$ cat src/rtl/irq_ctrl_regs.svh
// Purpose: Register map, bit positions, reset values and vector defaults
// Assumes: Registers are reached by index over the core's data-memory port
// Notes: Definitions only
`ifndef IRQ_CTRL_REGS_SVH
`define IRQ_CTRL_REGS_SVH

// Register indices on the data-memory port
`define IRQ_IDX_EDGE 3'h0
`define IRQ_IDX_PRI 3'h1
`define IRQ_IDX_SEC 3'h2
`define IRQ_IDX_SH0 3'h3
`define IRQ_IDX_SH1 3'h4

// Implemented-bit masks; all other bits read as zero
`define IRQ_MASK_EDGE 8'h03
`define IRQ_MASK_PRI 8'h7f
`define IRQ_MASK_SEC 8'hbb
`define IRQ_MASK_SH 8'h33

// Reset value shared by every register
`define IRQ_RST_VAL 8'h00

// Primary control register bits
`define IRQ_B_GIE 0
`define IRQ_B_EXT_EN 1
`define IRQ_B_TB0_EN 2
`define IRQ_B_TB1_EN 3
`define IRQ_B_EXT_F 4
`define IRQ_B_TB0_F 5
`define IRQ_B_TB1_F 6

// Secondary control register bits
`define IRQ_B_SV0_EN 0
`define IRQ_B_EE_EN 1
`define IRQ_B_SV1_EN 3
`define IRQ_B_SV0_F 4
`define IRQ_B_EE_F 5
`define IRQ_B_SV1_F 7

// Shared-source register bits (same layout in both)
`define IRQ_B_CMP_P_EN 0
`define IRQ_B_CMP_A_EN 1
`define IRQ_B_CMP_P_F 4
`define IRQ_B_CMP_A_F 5

// Default vector addresses
`define IRQ_VEC_EXT 10'h004
`define IRQ_VEC_TB0 10'h008
`define IRQ_VEC_TB1 10'h00c
`define IRQ_VEC_SV0 10'h010
`define IRQ_VEC_SV1 10'h014
`define IRQ_VEC_EE 10'h018

`endif

$ cat src/rtl/irq_pkg.sv
// Purpose: Types shared by the interrupt controller files
// Assumes: Nothing beyond the register header
// Notes: Source order equals priority order, highest first
package irq_pkg;

  // Register access from the core, one per cycle
  typedef struct packed {
    logic wr;
    logic [2:0] addr;
    logic [7:0] wdata;
  } reg_req_s;

  // One-cycle event pulses from peripherals on the system clock
  typedef struct packed {
    logic tbase0;
    logic tbase1;
    logic eeprom_done;
    logic std_cmp_p;
    logic std_cmp_a;
    logic per_cmp_p;
    logic per_cmp_a;
  } src_evt_s;

  // Vectored sources in fixed priority order
  typedef enum logic [2:0] {
    SRC_EXT = 3'h0,
    SRC_TB0 = 3'h1,
    SRC_TB1 = 3'h2,
    SRC_SV0 = 3'h3,
    SRC_SV1 = 3'h4,
    SRC_EE = 3'h5
  } src_e;

endpackage

$ cat src/rtl/mcu_irq_controller.sv
// Purpose: Interrupt controller for a small 8-bit microcontroller core
// Assumes: Core pulses I_IRQ_TAKE when it pushes PC and jumps to O_IRQ_VECTOR
// Notes: Register reads return data one cycle after the address
// How it works
// RULE1: Edge select: off, rising, falling, both
// RULE2: Source event sets its request flag
// RULE3: Jump only when source enable is set
// RULE4: Global enable low blocks every interrupt
// RULE5: Core pushes next PC, loads vector
// RULE6: Return instruction pops saved PC
// RULE7: Accepting an interrupt clears global enable
// RULE8: Blocked requests still latch their flags
// RULE9: Software re-enabling global allows nesting
// RULE10: Full stack holds off all requests
// RULE11: Fixed priority picks one pending source
// RULE12: Any flag set wakes sleep or idle
// RULE13: Dedicated vectors; timers via shared vectors
// RULE14: Primary register bit layout
// RULE15: Secondary register bit layout
// RULE16: First shared-source register bit layout
// RULE17: Second shared-source register bit layout
// RULE18: Unused bits read zero; reset zero
// RULE19: Enabled timer flag sets shared flag
// RULE20: Service clears shared flag only
// RULE21: Service clears dedicated source flag
// RULE22: Wake on flag rising, enable ignored
// RULE23: Priority ext, tb0, tb1, sv0, sv1, eeprom
// RULE24: Hardware set beats same-cycle clear
`timescale 1ns/1ps
`default_nettype none
`include "irq_ctrl_regs.svh"
module mcu_irq_controller #(
  parameter int PC_W = 10,
  parameter logic [PC_W-1:0] VEC_EXT = `IRQ_VEC_EXT,
  parameter logic [PC_W-1:0] VEC_TB0 = `IRQ_VEC_TB0,
  parameter logic [PC_W-1:0] VEC_TB1 = `IRQ_VEC_TB1,
  parameter logic [PC_W-1:0] VEC_SV0 = `IRQ_VEC_SV0,
  parameter logic [PC_W-1:0] VEC_SV1 = `IRQ_VEC_SV1,
  parameter logic [PC_W-1:0] VEC_EE = `IRQ_VEC_EE
) (
  input wire logic I_CLOCK,
  input wire logic I_RSTN,
  input wire logic I_EXT_PIN,
  input wire irq_pkg::reg_req_s I_REG,
  input wire irq_pkg::src_evt_s I_SRC,
  input wire logic I_STACK_FULL,
  input wire logic I_IRQ_TAKE,
  output logic [7:0] O_REG_RDATA,
  output logic O_IRQ_REQ,
  output logic [PC_W-1:0] O_IRQ_VECTOR,
  output irq_pkg::src_e O_IRQ_SRC,
  output logic O_WAKE
);
  import irq_pkg::*;

  ////////////////////////////////////////////////////////////////////////
  // Declarations

  logic [7:0] edge_q, edge_d; // Edge select register
  logic [7:0] pri_q, pri_d; // Primary control register
  logic [7:0] sec_q, sec_d; // Secondary control register
  logic [7:0] sh0_q, sh0_d; // Standard timer shared-source register
  logic [7:0] sh1_q, sh1_d; // Periodic timer shared-source register
  logic [7:0] rdata_q, rdata_d; // Read data
  logic req_q, req_d; // Request to core
  logic [PC_W-1:0] vec_q, vec_d; // Vector of selected source
  src_e src_q, src_d; // Selected source
  logic wake_q, wake_d; // Wake pulse
  logic ext_evt; // Selected edge seen on the pin
  logic taken; // Core accepted the offered request
  logic [5:0] pend; // Enabled pending sources, priority order
  logic [9:0] flags_new, flags_old; // Every request flag, next and current

  ////////////////////////////////////////////////////////////////////////
  // External pin

  // Synchronise pin and pick the active edge
  irq_edge_detect u_edge (
    .i_clock(I_CLOCK),
    .i_rstn(I_RSTN),
    .i_pin(I_EXT_PIN),
    .i_sel(edge_q[1:0]),
    .o_edge(ext_evt)
  );

  ////////////////////////////////////////////////////////////////////////
  // Register next values

  // Flags: software value or kept value, service clear, then hardware set
  always_comb begin
    logic [7:0] set0, set1, setm0, setm1, clr0, clr1;
    logic [1:0] rise0, rise1;
    set0 = 8'h00;
    set1 = 8'h00;
    setm0 = 8'h00;
    setm1 = 8'h00;
    clr0 = 8'h00;
    clr1 = 8'h00;
    rise0 = 2'h0;
    rise1 = 2'h0;
    taken = I_IRQ_TAKE & req_q;
    // Hardware events latch whatever the enables say
    set0[`IRQ_B_EXT_F] = ext_evt; // RULE2 RULE8
    set0[`IRQ_B_TB0_F] = I_SRC.tbase0; // RULE2 RULE8
    set0[`IRQ_B_TB1_F] = I_SRC.tbase1; // RULE2 RULE8
    set1[`IRQ_B_EE_F] = I_SRC.eeprom_done; // RULE2 RULE8
    setm0[`IRQ_B_CMP_P_F] = I_SRC.std_cmp_p; // RULE2
    setm0[`IRQ_B_CMP_A_F] = I_SRC.std_cmp_a; // RULE2
    setm1[`IRQ_B_CMP_P_F] = I_SRC.per_cmp_p; // RULE2
    setm1[`IRQ_B_CMP_A_F] = I_SRC.per_cmp_a; // RULE2
    // Service clears global enable and the dedicated or shared flag only
    if (taken) begin
      clr0[`IRQ_B_GIE] = 1'b1; // RULE7
      case (src_q)
        SRC_EXT: clr0[`IRQ_B_EXT_F] = 1'b1; // RULE21
        SRC_TB0: clr0[`IRQ_B_TB0_F] = 1'b1; // RULE21
        SRC_TB1: clr0[`IRQ_B_TB1_F] = 1'b1; // RULE21
        SRC_SV0: clr1[`IRQ_B_SV0_F] = 1'b1; // RULE20
        SRC_SV1: clr1[`IRQ_B_SV1_F] = 1'b1; // RULE20
        SRC_EE: clr1[`IRQ_B_EE_F] = 1'b1; // RULE21
        default: clr0 = 8'h00;
      endcase
    end
    // Writes store only implemented bits; unused bits stay zero
    edge_d = ((I_REG.wr && I_REG.addr == `IRQ_IDX_EDGE) ? I_REG.wdata : edge_q)
             & `IRQ_MASK_EDGE; // RULE1 RULE18
    sh0_d = ((((I_REG.wr && I_REG.addr == `IRQ_IDX_SH0) ? I_REG.wdata : sh0_q))
             | setm0) & `IRQ_MASK_SH; // RULE16 RULE24
    sh1_d = ((((I_REG.wr && I_REG.addr == `IRQ_IDX_SH1) ? I_REG.wdata : sh1_q))
             | setm1) & `IRQ_MASK_SH; // RULE17 RULE24
    // A timer flag rising with its enable set raises the shared flag
    rise0 = sh0_d[5:4] & ~sh0_q[5:4] & sh0_d[1:0]; // RULE19
    rise1 = sh1_d[5:4] & ~sh1_q[5:4] & sh1_d[1:0]; // RULE19
    set1[`IRQ_B_SV0_F] = |rise0; // RULE19
    set1[`IRQ_B_SV1_F] = |rise1; // RULE19
    // Software write may set global enable again for nesting
    pri_d = ((((I_REG.wr && I_REG.addr == `IRQ_IDX_PRI) ? I_REG.wdata : pri_q)
             & ~clr0) | set0) & `IRQ_MASK_PRI; // RULE9 RULE14 RULE24
    sec_d = ((((I_REG.wr && I_REG.addr == `IRQ_IDX_SEC) ? I_REG.wdata : sec_q)
             & ~clr1) | set1) & `IRQ_MASK_SEC; // RULE15 RULE24
  end

  ////////////////////////////////////////////////////////////////////////
  // Request selection

  // Gate, prioritise and look up the vector from the next register state
  always_comb begin
    pend[SRC_EXT] = pri_d[`IRQ_B_EXT_F] & pri_d[`IRQ_B_EXT_EN]; // RULE3
    pend[SRC_TB0] = pri_d[`IRQ_B_TB0_F] & pri_d[`IRQ_B_TB0_EN]; // RULE3
    pend[SRC_TB1] = pri_d[`IRQ_B_TB1_F] & pri_d[`IRQ_B_TB1_EN]; // RULE3
    pend[SRC_SV0] = sec_d[`IRQ_B_SV0_F] & sec_d[`IRQ_B_SV0_EN]; // RULE3
    pend[SRC_SV1] = sec_d[`IRQ_B_SV1_F] & sec_d[`IRQ_B_SV1_EN]; // RULE3
    pend[SRC_EE] = sec_d[`IRQ_B_EE_F] & sec_d[`IRQ_B_EE_EN]; // RULE3
    // Global enable and stack space both required
    req_d = pri_d[`IRQ_B_GIE] & ~I_STACK_FULL & (|pend); // RULE4 RULE10
    // Lowest index wins
    src_d = SRC_EE;
    for (int i = 5; i >= 0; i--) begin
      if (pend[i]) begin
        src_d = src_e'(3'(i)); // RULE11 RULE23
      end
    end
    case (src_d)
      SRC_EXT: vec_d = VEC_EXT; // RULE13
      SRC_TB0: vec_d = VEC_TB0; // RULE13
      SRC_TB1: vec_d = VEC_TB1; // RULE13
      SRC_SV0: vec_d = VEC_SV0; // RULE13
      SRC_SV1: vec_d = VEC_SV1; // RULE13
      default: vec_d = VEC_EE; // RULE13
    endcase
  end

  ////////////////////////////////////////////////////////////////////////
  // Wake and read-back

  // Wake on any flag going low to high, enabled or not; each timer flag counts alone
  always_comb begin
    flags_new = {pri_d[6:4], sec_d[7], sec_d[5:4], sh0_d[5:4], sh1_d[5:4]};
    flags_old = {pri_q[6:4], sec_q[7], sec_q[5:4], sh0_q[5:4], sh1_q[5:4]};
    wake_d = |(flags_new & ~flags_old); // RULE12 RULE22
    // Read mux; unmapped indices read zero
    case (I_REG.addr)
      `IRQ_IDX_EDGE: rdata_d = edge_q; // RULE18
      `IRQ_IDX_PRI: rdata_d = pri_q; // RULE14
      `IRQ_IDX_SEC: rdata_d = sec_q; // RULE15
      `IRQ_IDX_SH0: rdata_d = sh0_q; // RULE16
      `IRQ_IDX_SH1: rdata_d = sh1_q; // RULE17
      default: rdata_d = 8'h00; // RULE18
    endcase
  end

  ////////////////////////////////////////////////////////////////////////
  // State registers

  // All state clears to zero at power-on
  always_ff @(posedge I_CLOCK or negedge I_RSTN) begin
    if (!I_RSTN) begin
      edge_q <= `IRQ_RST_VAL; // RULE18
      pri_q <= `IRQ_RST_VAL; // RULE18
      sec_q <= `IRQ_RST_VAL; // RULE18
      sh0_q <= `IRQ_RST_VAL; // RULE18
      sh1_q <= `IRQ_RST_VAL; // RULE18
      rdata_q <= 8'h00;
      req_q <= 1'b0;
      vec_q <= '0;
      src_q <= SRC_EXT;
      wake_q <= 1'b0;
    end else begin
      edge_q <= edge_d;
      pri_q <= pri_d;
      sec_q <= sec_d;
      sh0_q <= sh0_d;
      sh1_q <= sh1_d;
      rdata_q <= rdata_d;
      req_q <= req_d;
      vec_q <= vec_d;
      src_q <= src_d;
      wake_q <= wake_d;
    end
  end

  // Outputs straight from flops; core pushes PC and pops it on return
  assign O_REG_RDATA = rdata_q;
  assign O_IRQ_REQ = req_q; // RULE5 RULE6
  assign O_IRQ_VECTOR = vec_q; // RULE5
  assign O_IRQ_SRC = src_q;
  assign O_WAKE = wake_q;
endmodule // mcu_irq_controller
`default_nettype wire

$ cat src/rtl/irq_edge_detect.sv
// Purpose: Synchronise the external request pin and detect selected edges
// Assumes: Pin is asynchronous to the system clock
// Notes: Output is a one-cycle pulse, one to two cycles after the pin moves
`timescale 1ns/1ps
`default_nettype none
module irq_edge_detect (
  input wire logic i_clock,
  input wire logic i_rstn,
  input wire logic i_pin,
  input wire logic [1:0] i_sel,
  output logic o_edge
);

  logic [2:0] pipe_q; // Two sync stages then previous sample
  logic [2:0] pipe_d;
  logic [2:0] fill_q; // Ones shifted in after reset; top bit marks a full pipe
  logic [2:0] fill_d;

  // Shift the pin through the synchroniser and track the pipe filling
  always_comb begin
    pipe_d = {pipe_q[1:0], i_pin};
    fill_d = {fill_q[1:0], 1'b1};
  end

  // Register the chain
  always_ff @(posedge i_clock or negedge i_rstn) begin
    if (!i_rstn) begin
      pipe_q <= 3'h0;
      fill_q <= 3'h0;
    end else begin
      pipe_q <= pipe_d;
      fill_q <= fill_d;
    end
  end

  // Select 00 off, 01 rising, 10 falling, 11 both
  always_comb begin
    // Held off until the previous sample is real, so a pin idling high gives no edge after reset
    o_edge = fill_q[2] & ((i_sel[0] & pipe_q[1] & ~pipe_q[2]) | // RULE1
             (i_sel[1] & ~pipe_q[1] & pipe_q[2])); // RULE1
  end

endmodule // irq_edge_detect
`default_nettype wire

$ cat config.mk
export PLATFORM = sky130hd
export DESIGN_NAME = mcu_irq_controller
export DESIGN_NICKNAME = d
export VERILOG_FILES = /design/src/rtl/irq_pkg.sv /design/src/rtl/mcu_irq_controller.sv /design/src/rtl/irq_edge_detect.sv
export VERILOG_INCLUDE_DIRS = /design/src /design/src/rtl
export SDC_FILE = /design/constraint.sdc
export NUM_CORES = 1
export LEC_CHECK = 0
export ABC_AREA = 1
export BUFFER_PORTS_ARGS = -buffer_cell sky130_fd_sc_hd__buf_2
export CAP_MARGIN = 20
export CORE_ASPECT_RATIO = 0.8
export CORE_MARGIN = 10
export CORE_UTILIZATION = 45
export DETAILED_ROUTE_END_ITERATION = 8
export PLACE_DENSITY = 0.68
export REMOVE_ABC_BUFFERS = 1
export SLEW_MARGIN = 20
export SYNTH_ARGS = -nofsm -noshare
export SYNTH_HDL_FRONTEND = slang
export SYNTH_HIERARCHICAL = 1
export SYNTH_SLANG_ARGS = --single-unit
$ cat constraint.sdc
create_clock -name I_CLOCK -period 2.1 [get_ports I_CLOCK]
set_clock_uncertainty 0.15 [all_clocks]
set_input_delay 0.105 -clock I_CLOCK [delete_from_list [all_inputs] [get_ports I_CLOCK]]
set_output_delay 0.105 -clock I_CLOCK [all_outputs]
set_load 0.01 [all_outputs]
==> impl_metrics.xml <==
<?xml version="1.0" encoding="UTF-8"?>
<metrics>
  <group name="power_and_ir_drop">
    <metric name="power_leakage" unit="uW">0.001432</metric>
    <metric name="powerDensity" unit="nW/um^2">850.5</metric>
    <metric name="vdd_ir_drop_max" unit="mV">0.4653</metric>
  </group>
  <group name="finish">
    <metric name="final-instance-count-excl-fill" unit="">359</metric>
    <metric name="layout.cells.most_common_list" unit="">45 x sky130_fd_sc_hd__dfrtp_1, 39 x sky130_fd_sc_hd__buf_2, 38 x sky130_fd_sc_hd__nand2_1</metric>
    <metric name="nets" unit="">322</metric>
    <metric name="layout-area-overhead-vs-synth" unit="%">22.94</metric>
    <metric name="antenna-diode-count" unit="">0</metric>
    <metric name="final_common_cell" unit="">sky130_fd_sc_hd__dfrtp_1</metric>
    <metric name="layout_cells_sized_above_1" unit="%">29.10</metric>
  </group>
  <group name="route">
    <metric name="route.detailed.drc" unit="">0</metric>
    <metric name="finalWirelength" unit="mm">5.285</metric>
    <metric name="routedWlPerCell" unit="um">14.72</metric>
    <metric name="route.detailed.vias_per_inst" unit="">4.947</metric>
    <metric name="route.antenna.remaining_nets" unit="">0</metric>
    <metric name="drt-pass1-iter-count" unit="">4</metric>
    <metric name="count_of_vias_placed_by_the_detailed_router" unit="">1776</metric>
    <metric name="detail_route.iter0.violations" unit="">133</metric>
  </group>
  <group name="clocking">
    <metric name="max_root_sink_buffers" unit="">2</metric>
    <metric name="cts.clk_slew.worst_paths" unit="ps">90</metric>
    <metric name="cts.repair_timing.setup_buffer_count" unit="">0</metric>
    <metric name="total_clock_sinks" unit="">45</metric>
    <metric name="cts_tree" unit="">done</metric>
    <metric name="number_of_cts_inserted_buffers" unit="">5</metric>
    <metric name="worstSkewPairLatency" unit="ps">300</metric>
    <metric name="cts-root-buf" unit="">sky130_fd_sc_hd__clkbuf_8</metric>
    <metric name="htree_num_levels" unit="">2</metric>
  </group>
  <group name="placed_design">
    <metric name="place.gp.congestion" unit="">0.8324</metric>
    <metric name="place_ws" unit="ps">88.40</metric>
    <metric name="dp_hpwl" unit="mm">4.228</metric>
    <metric name="port_buffer_count" unit="">39</metric>
    <metric name="dpl.cell_count" unit="">336</metric>
  </group>
  <group name="timing">
    <metric name="setup_total_negative_slack" unit="ps">0</metric>
    <metric name="timing.final.crit_share" unit="%">87.18</metric>
    <metric name="finalCriticalPeriod" unit="ps">1831</metric>
    <metric name="rsz0062_at_grt" unit="">no</metric>
    <metric name="number_of_max_slew_violations_in_the_final_report" unit="">0</metric>
    <metric name="final_hold_violation_count" unit="">0</metric>
    <metric name="report.final.setup_viol" unit="">0</metric>
    <metric name="setup_ws" unit="ps">269.3</metric>
    <metric name="max_clock_freq" unit="MHz">546.2</metric>
  </group>
  <group name="synthesis">
    <metric name="synth-edff-count" unit="">0</metric>
    <metric name="synth_ff_type" unit="">sky130_fd_sc_hd__dfrtp_1</metric>
    <metric name="yosys_warning_count" unit="">6</metric>
    <metric name="synth_sequential_area_ratio" unit="%">50.73</metric>
    <metric name="yosys-top-cells-area" unit="">sky130_fd_sc_hd__dfrtp_1 51%, sky130_fd_sc_hd__nand2_1 6.4%, sky130_fd_sc_hd__inv_1 5.9%</metric>
    <metric name="post_synth_num_cell_types" unit="">34</metric>
    <metric name="synth_largest_area_cell" unit="">sky130_fd_sc_hd__dfrtp_1</metric>
    <metric name="post_synth.cell_area_avg" unit="um^2">9.287</metric>
    <metric name="async_flop_share" unit="%">100.0</metric>
    <metric name="postSynthRegisterBits" unit="">45</metric>
    <metric name="syn_area" unit="um^2">2220</metric>
    <metric name="share_of_the_synthesized_area_in_the_top_cell_type" unit="%">50.73</metric>
    <metric name="synth_cells" unit="">239</metric>
  </group>
  <group name="global_route">
    <metric name="met2_usage" unit="%">19.78</metric>
    <metric name="maximum_number_of_pins_on_one_net_before_global_route_repair" unit="">26</metric>
    <metric name="global_route.usage.total" unit="%">13.58</metric>
    <metric name="grt_first_pass_wirelength" unit="mm">9.197</metric>
    <metric name="gr-max-usage-layer" unit="">met2</metric>
    <metric name="use_met1" unit="%">18.44</metric>
    <metric name="first_global_vias" unit="">1895</metric>
    <metric name="grt.overflow.total" unit="">0</metric>
    <metric name="antenna_violations_before_repair" unit="">0</metric>
    <metric name="use_met3" unit="%">5.960</metric>
  </group>
  <group name="worst_setup_path">
    <metric name="crit_path_start_kind" unit="">flop</metric>
    <metric name="path_class" unit="">reg -&gt; reg</metric>
    <metric name="worstPathArrival" unit="ps">1870</metric>
    <metric name="reg2reg_from" unit="">O_IRQ_SRC[2]</metric>
    <metric name="cp_max_fo" unit="">5</metric>
    <metric name="timing.critical_path.required" unit="ps">2140</metric>
    <metric name="worst_setup_path_end_kind" unit="">flop</metric>
    <metric name="crit_start" unit="">O_IRQ_SRC[2]</metric>
  </group>
  <group name="die">
    <metric name="placement_rows" unit="">22</metric>
    <metric name="die_x" unit="um">98.52</metric>
    <metric name="initial_core_utilization" unit="%">47.43</metric>
    <metric name="dieArea" unit="um^2">8159</metric>
    <metric name="chipHeight" unit="um">82.82</metric>
    <metric name="floorplan.core_area" unit="um^2">4679</metric>
    <metric name="io_pins" unit="">47</metric>
  </group>
  <group name="job">
    <metric name="max_cap_viol_count" unit="">0</metric>
  </group>
  <group name="hold_path">
    <metric name="hold_path.class" unit="">in -&gt; reg</metric>
    <metric name="min-delay-start" unit="">I_REG[5]</metric>
  </group>
  <group name="outcome">
    <metric name="status" unit="">complete, no violations</metric>
  </group>
</metrics>
## worst max-delay path, stage by stage, from the launching register on
cell	delay [ps]
sky130_fd_sc_hd__dfrtp_1	420
sky130_fd_sc_hd__nor2_2	200
sky130_fd_sc_hd__nand3_1	170
sky130_fd_sc_hd__o211ai_2	130
sky130_fd_sc_hd__nand2_2	100
sky130_fd_sc_hd__dlygate4sd3_1	570
## area by class of cell
| type | instances | area [um^2] |
|---|---|---|
| Fill cell | 423 | 1951 |
| Sequential cell | 45 | 1126 |
| Multi-Input combinational cell | 148 | 880.8 |
| Timing Repair Buffer | 56 | 372.9 |
| Inverter | 42 | 157.7 |
| Clock buffer | 7 | 86.33 |
| Tap cell | 60 | 75.07 |
| Clock inverter | 1 | 30.03 |
## worst paths after layout
kind	to	slack, ps	cells after the start
worst max-delay path	pri_q[6]	270	5
worst min-delay path	sh0_q[5]	40	3
worst max register to register	pri_q[6]	270	5
worst min register to register	u_edge/pipe_q[1]	200	0
max in group asynchronous	u_edge/fill_q[2]	1180	3
min in group asynchronous	O_REG_RDATA[3]	130	2
## flip-flops by register name (all words and copies together), names as in the netlist
| signal | count |
|---|---|
| O_IRQ_VECTOR | 3 |
| sec_q | 6 |
| pri_q | 7 |
| u_edge/pipe_q | 3 |
| O_REG_RDATA | 8 |
| u_edge/fill_q | 3 |
| sh0_q | 4 |
| O_IRQ_REQ | 1 |
| O_IRQ_SRC | 3 |
| O_WAKE | 1 |
| sh1_q | 4 |
| edge_q | 2 |
## power by group
group,internal [uW],switching (uW),leakage (uW)
registers,994,72.8,0.000529
logic,216,351,0.000845
clock network,388,299,0.0000585
total,1600,723,0.00143
## cells by family after synthesis
| group | Yosys count | synth area share, % |
|---|---|---|
| AOI/OAI and AO/OA | 33 | 10.65 |
| and+or+nand+nor | 107 | 27.57 |
| other | 2 | 0.3383 |
| buffers and inverters | 52 | 10.71 |
| DFF | 45 | 50.73 |
## cell usage after synthesis, drive strengths merged, types with 2 or more instances
master,n
conb,2
buf,10
nand3,29
nand3b,2
nand4,7
inv,42
a22o,2
dfrtp,45
o21ai,10
o211ai,5
a221o,2
o22ai,4
nand2,52
a21oi,5
nor2,15
## routing by layer
| layer | vias to the layer above | share of wire (%) |
|---|---|---|
| met5 | - | 0 |
| met4 | 0 | 0.59 |
| met3 | 4 | 8.8 |
| met2 | 60 | 43 |
| met1 | 822 | 48 |
| li1 | 890 | - |
## repair_timing
action,in CTS,in global routing
endpoints found under the hold margin,58,0
setup endpoints to repair,0,1
hold buffers,15,0
resized for setup,0,1
## stage by stage
| step | power, uW | area, um^2 | utilization [%] | hold WS [ps] |
|---|---|---|---|---|
| 2_1_floorplan | 1426 | 2162 | - | -340.6 |
| 3_3_place_gp | 1622 | 2460 | 52.57 | -57.09 |
| 3_5_place_dp | 1634 | 2460 | 52.57 | -53.62 |
| 4_1_cts | 2338 | 2726 | 58.26 | 16.03 |
| 5_1_grt | 2462 | 2729 | 58.32 | 56.87 |
| 6_report | 2321 | 2729 | 58.32 | 35.27 |
No activity file was read; power rests on OpenSTA's default activity.
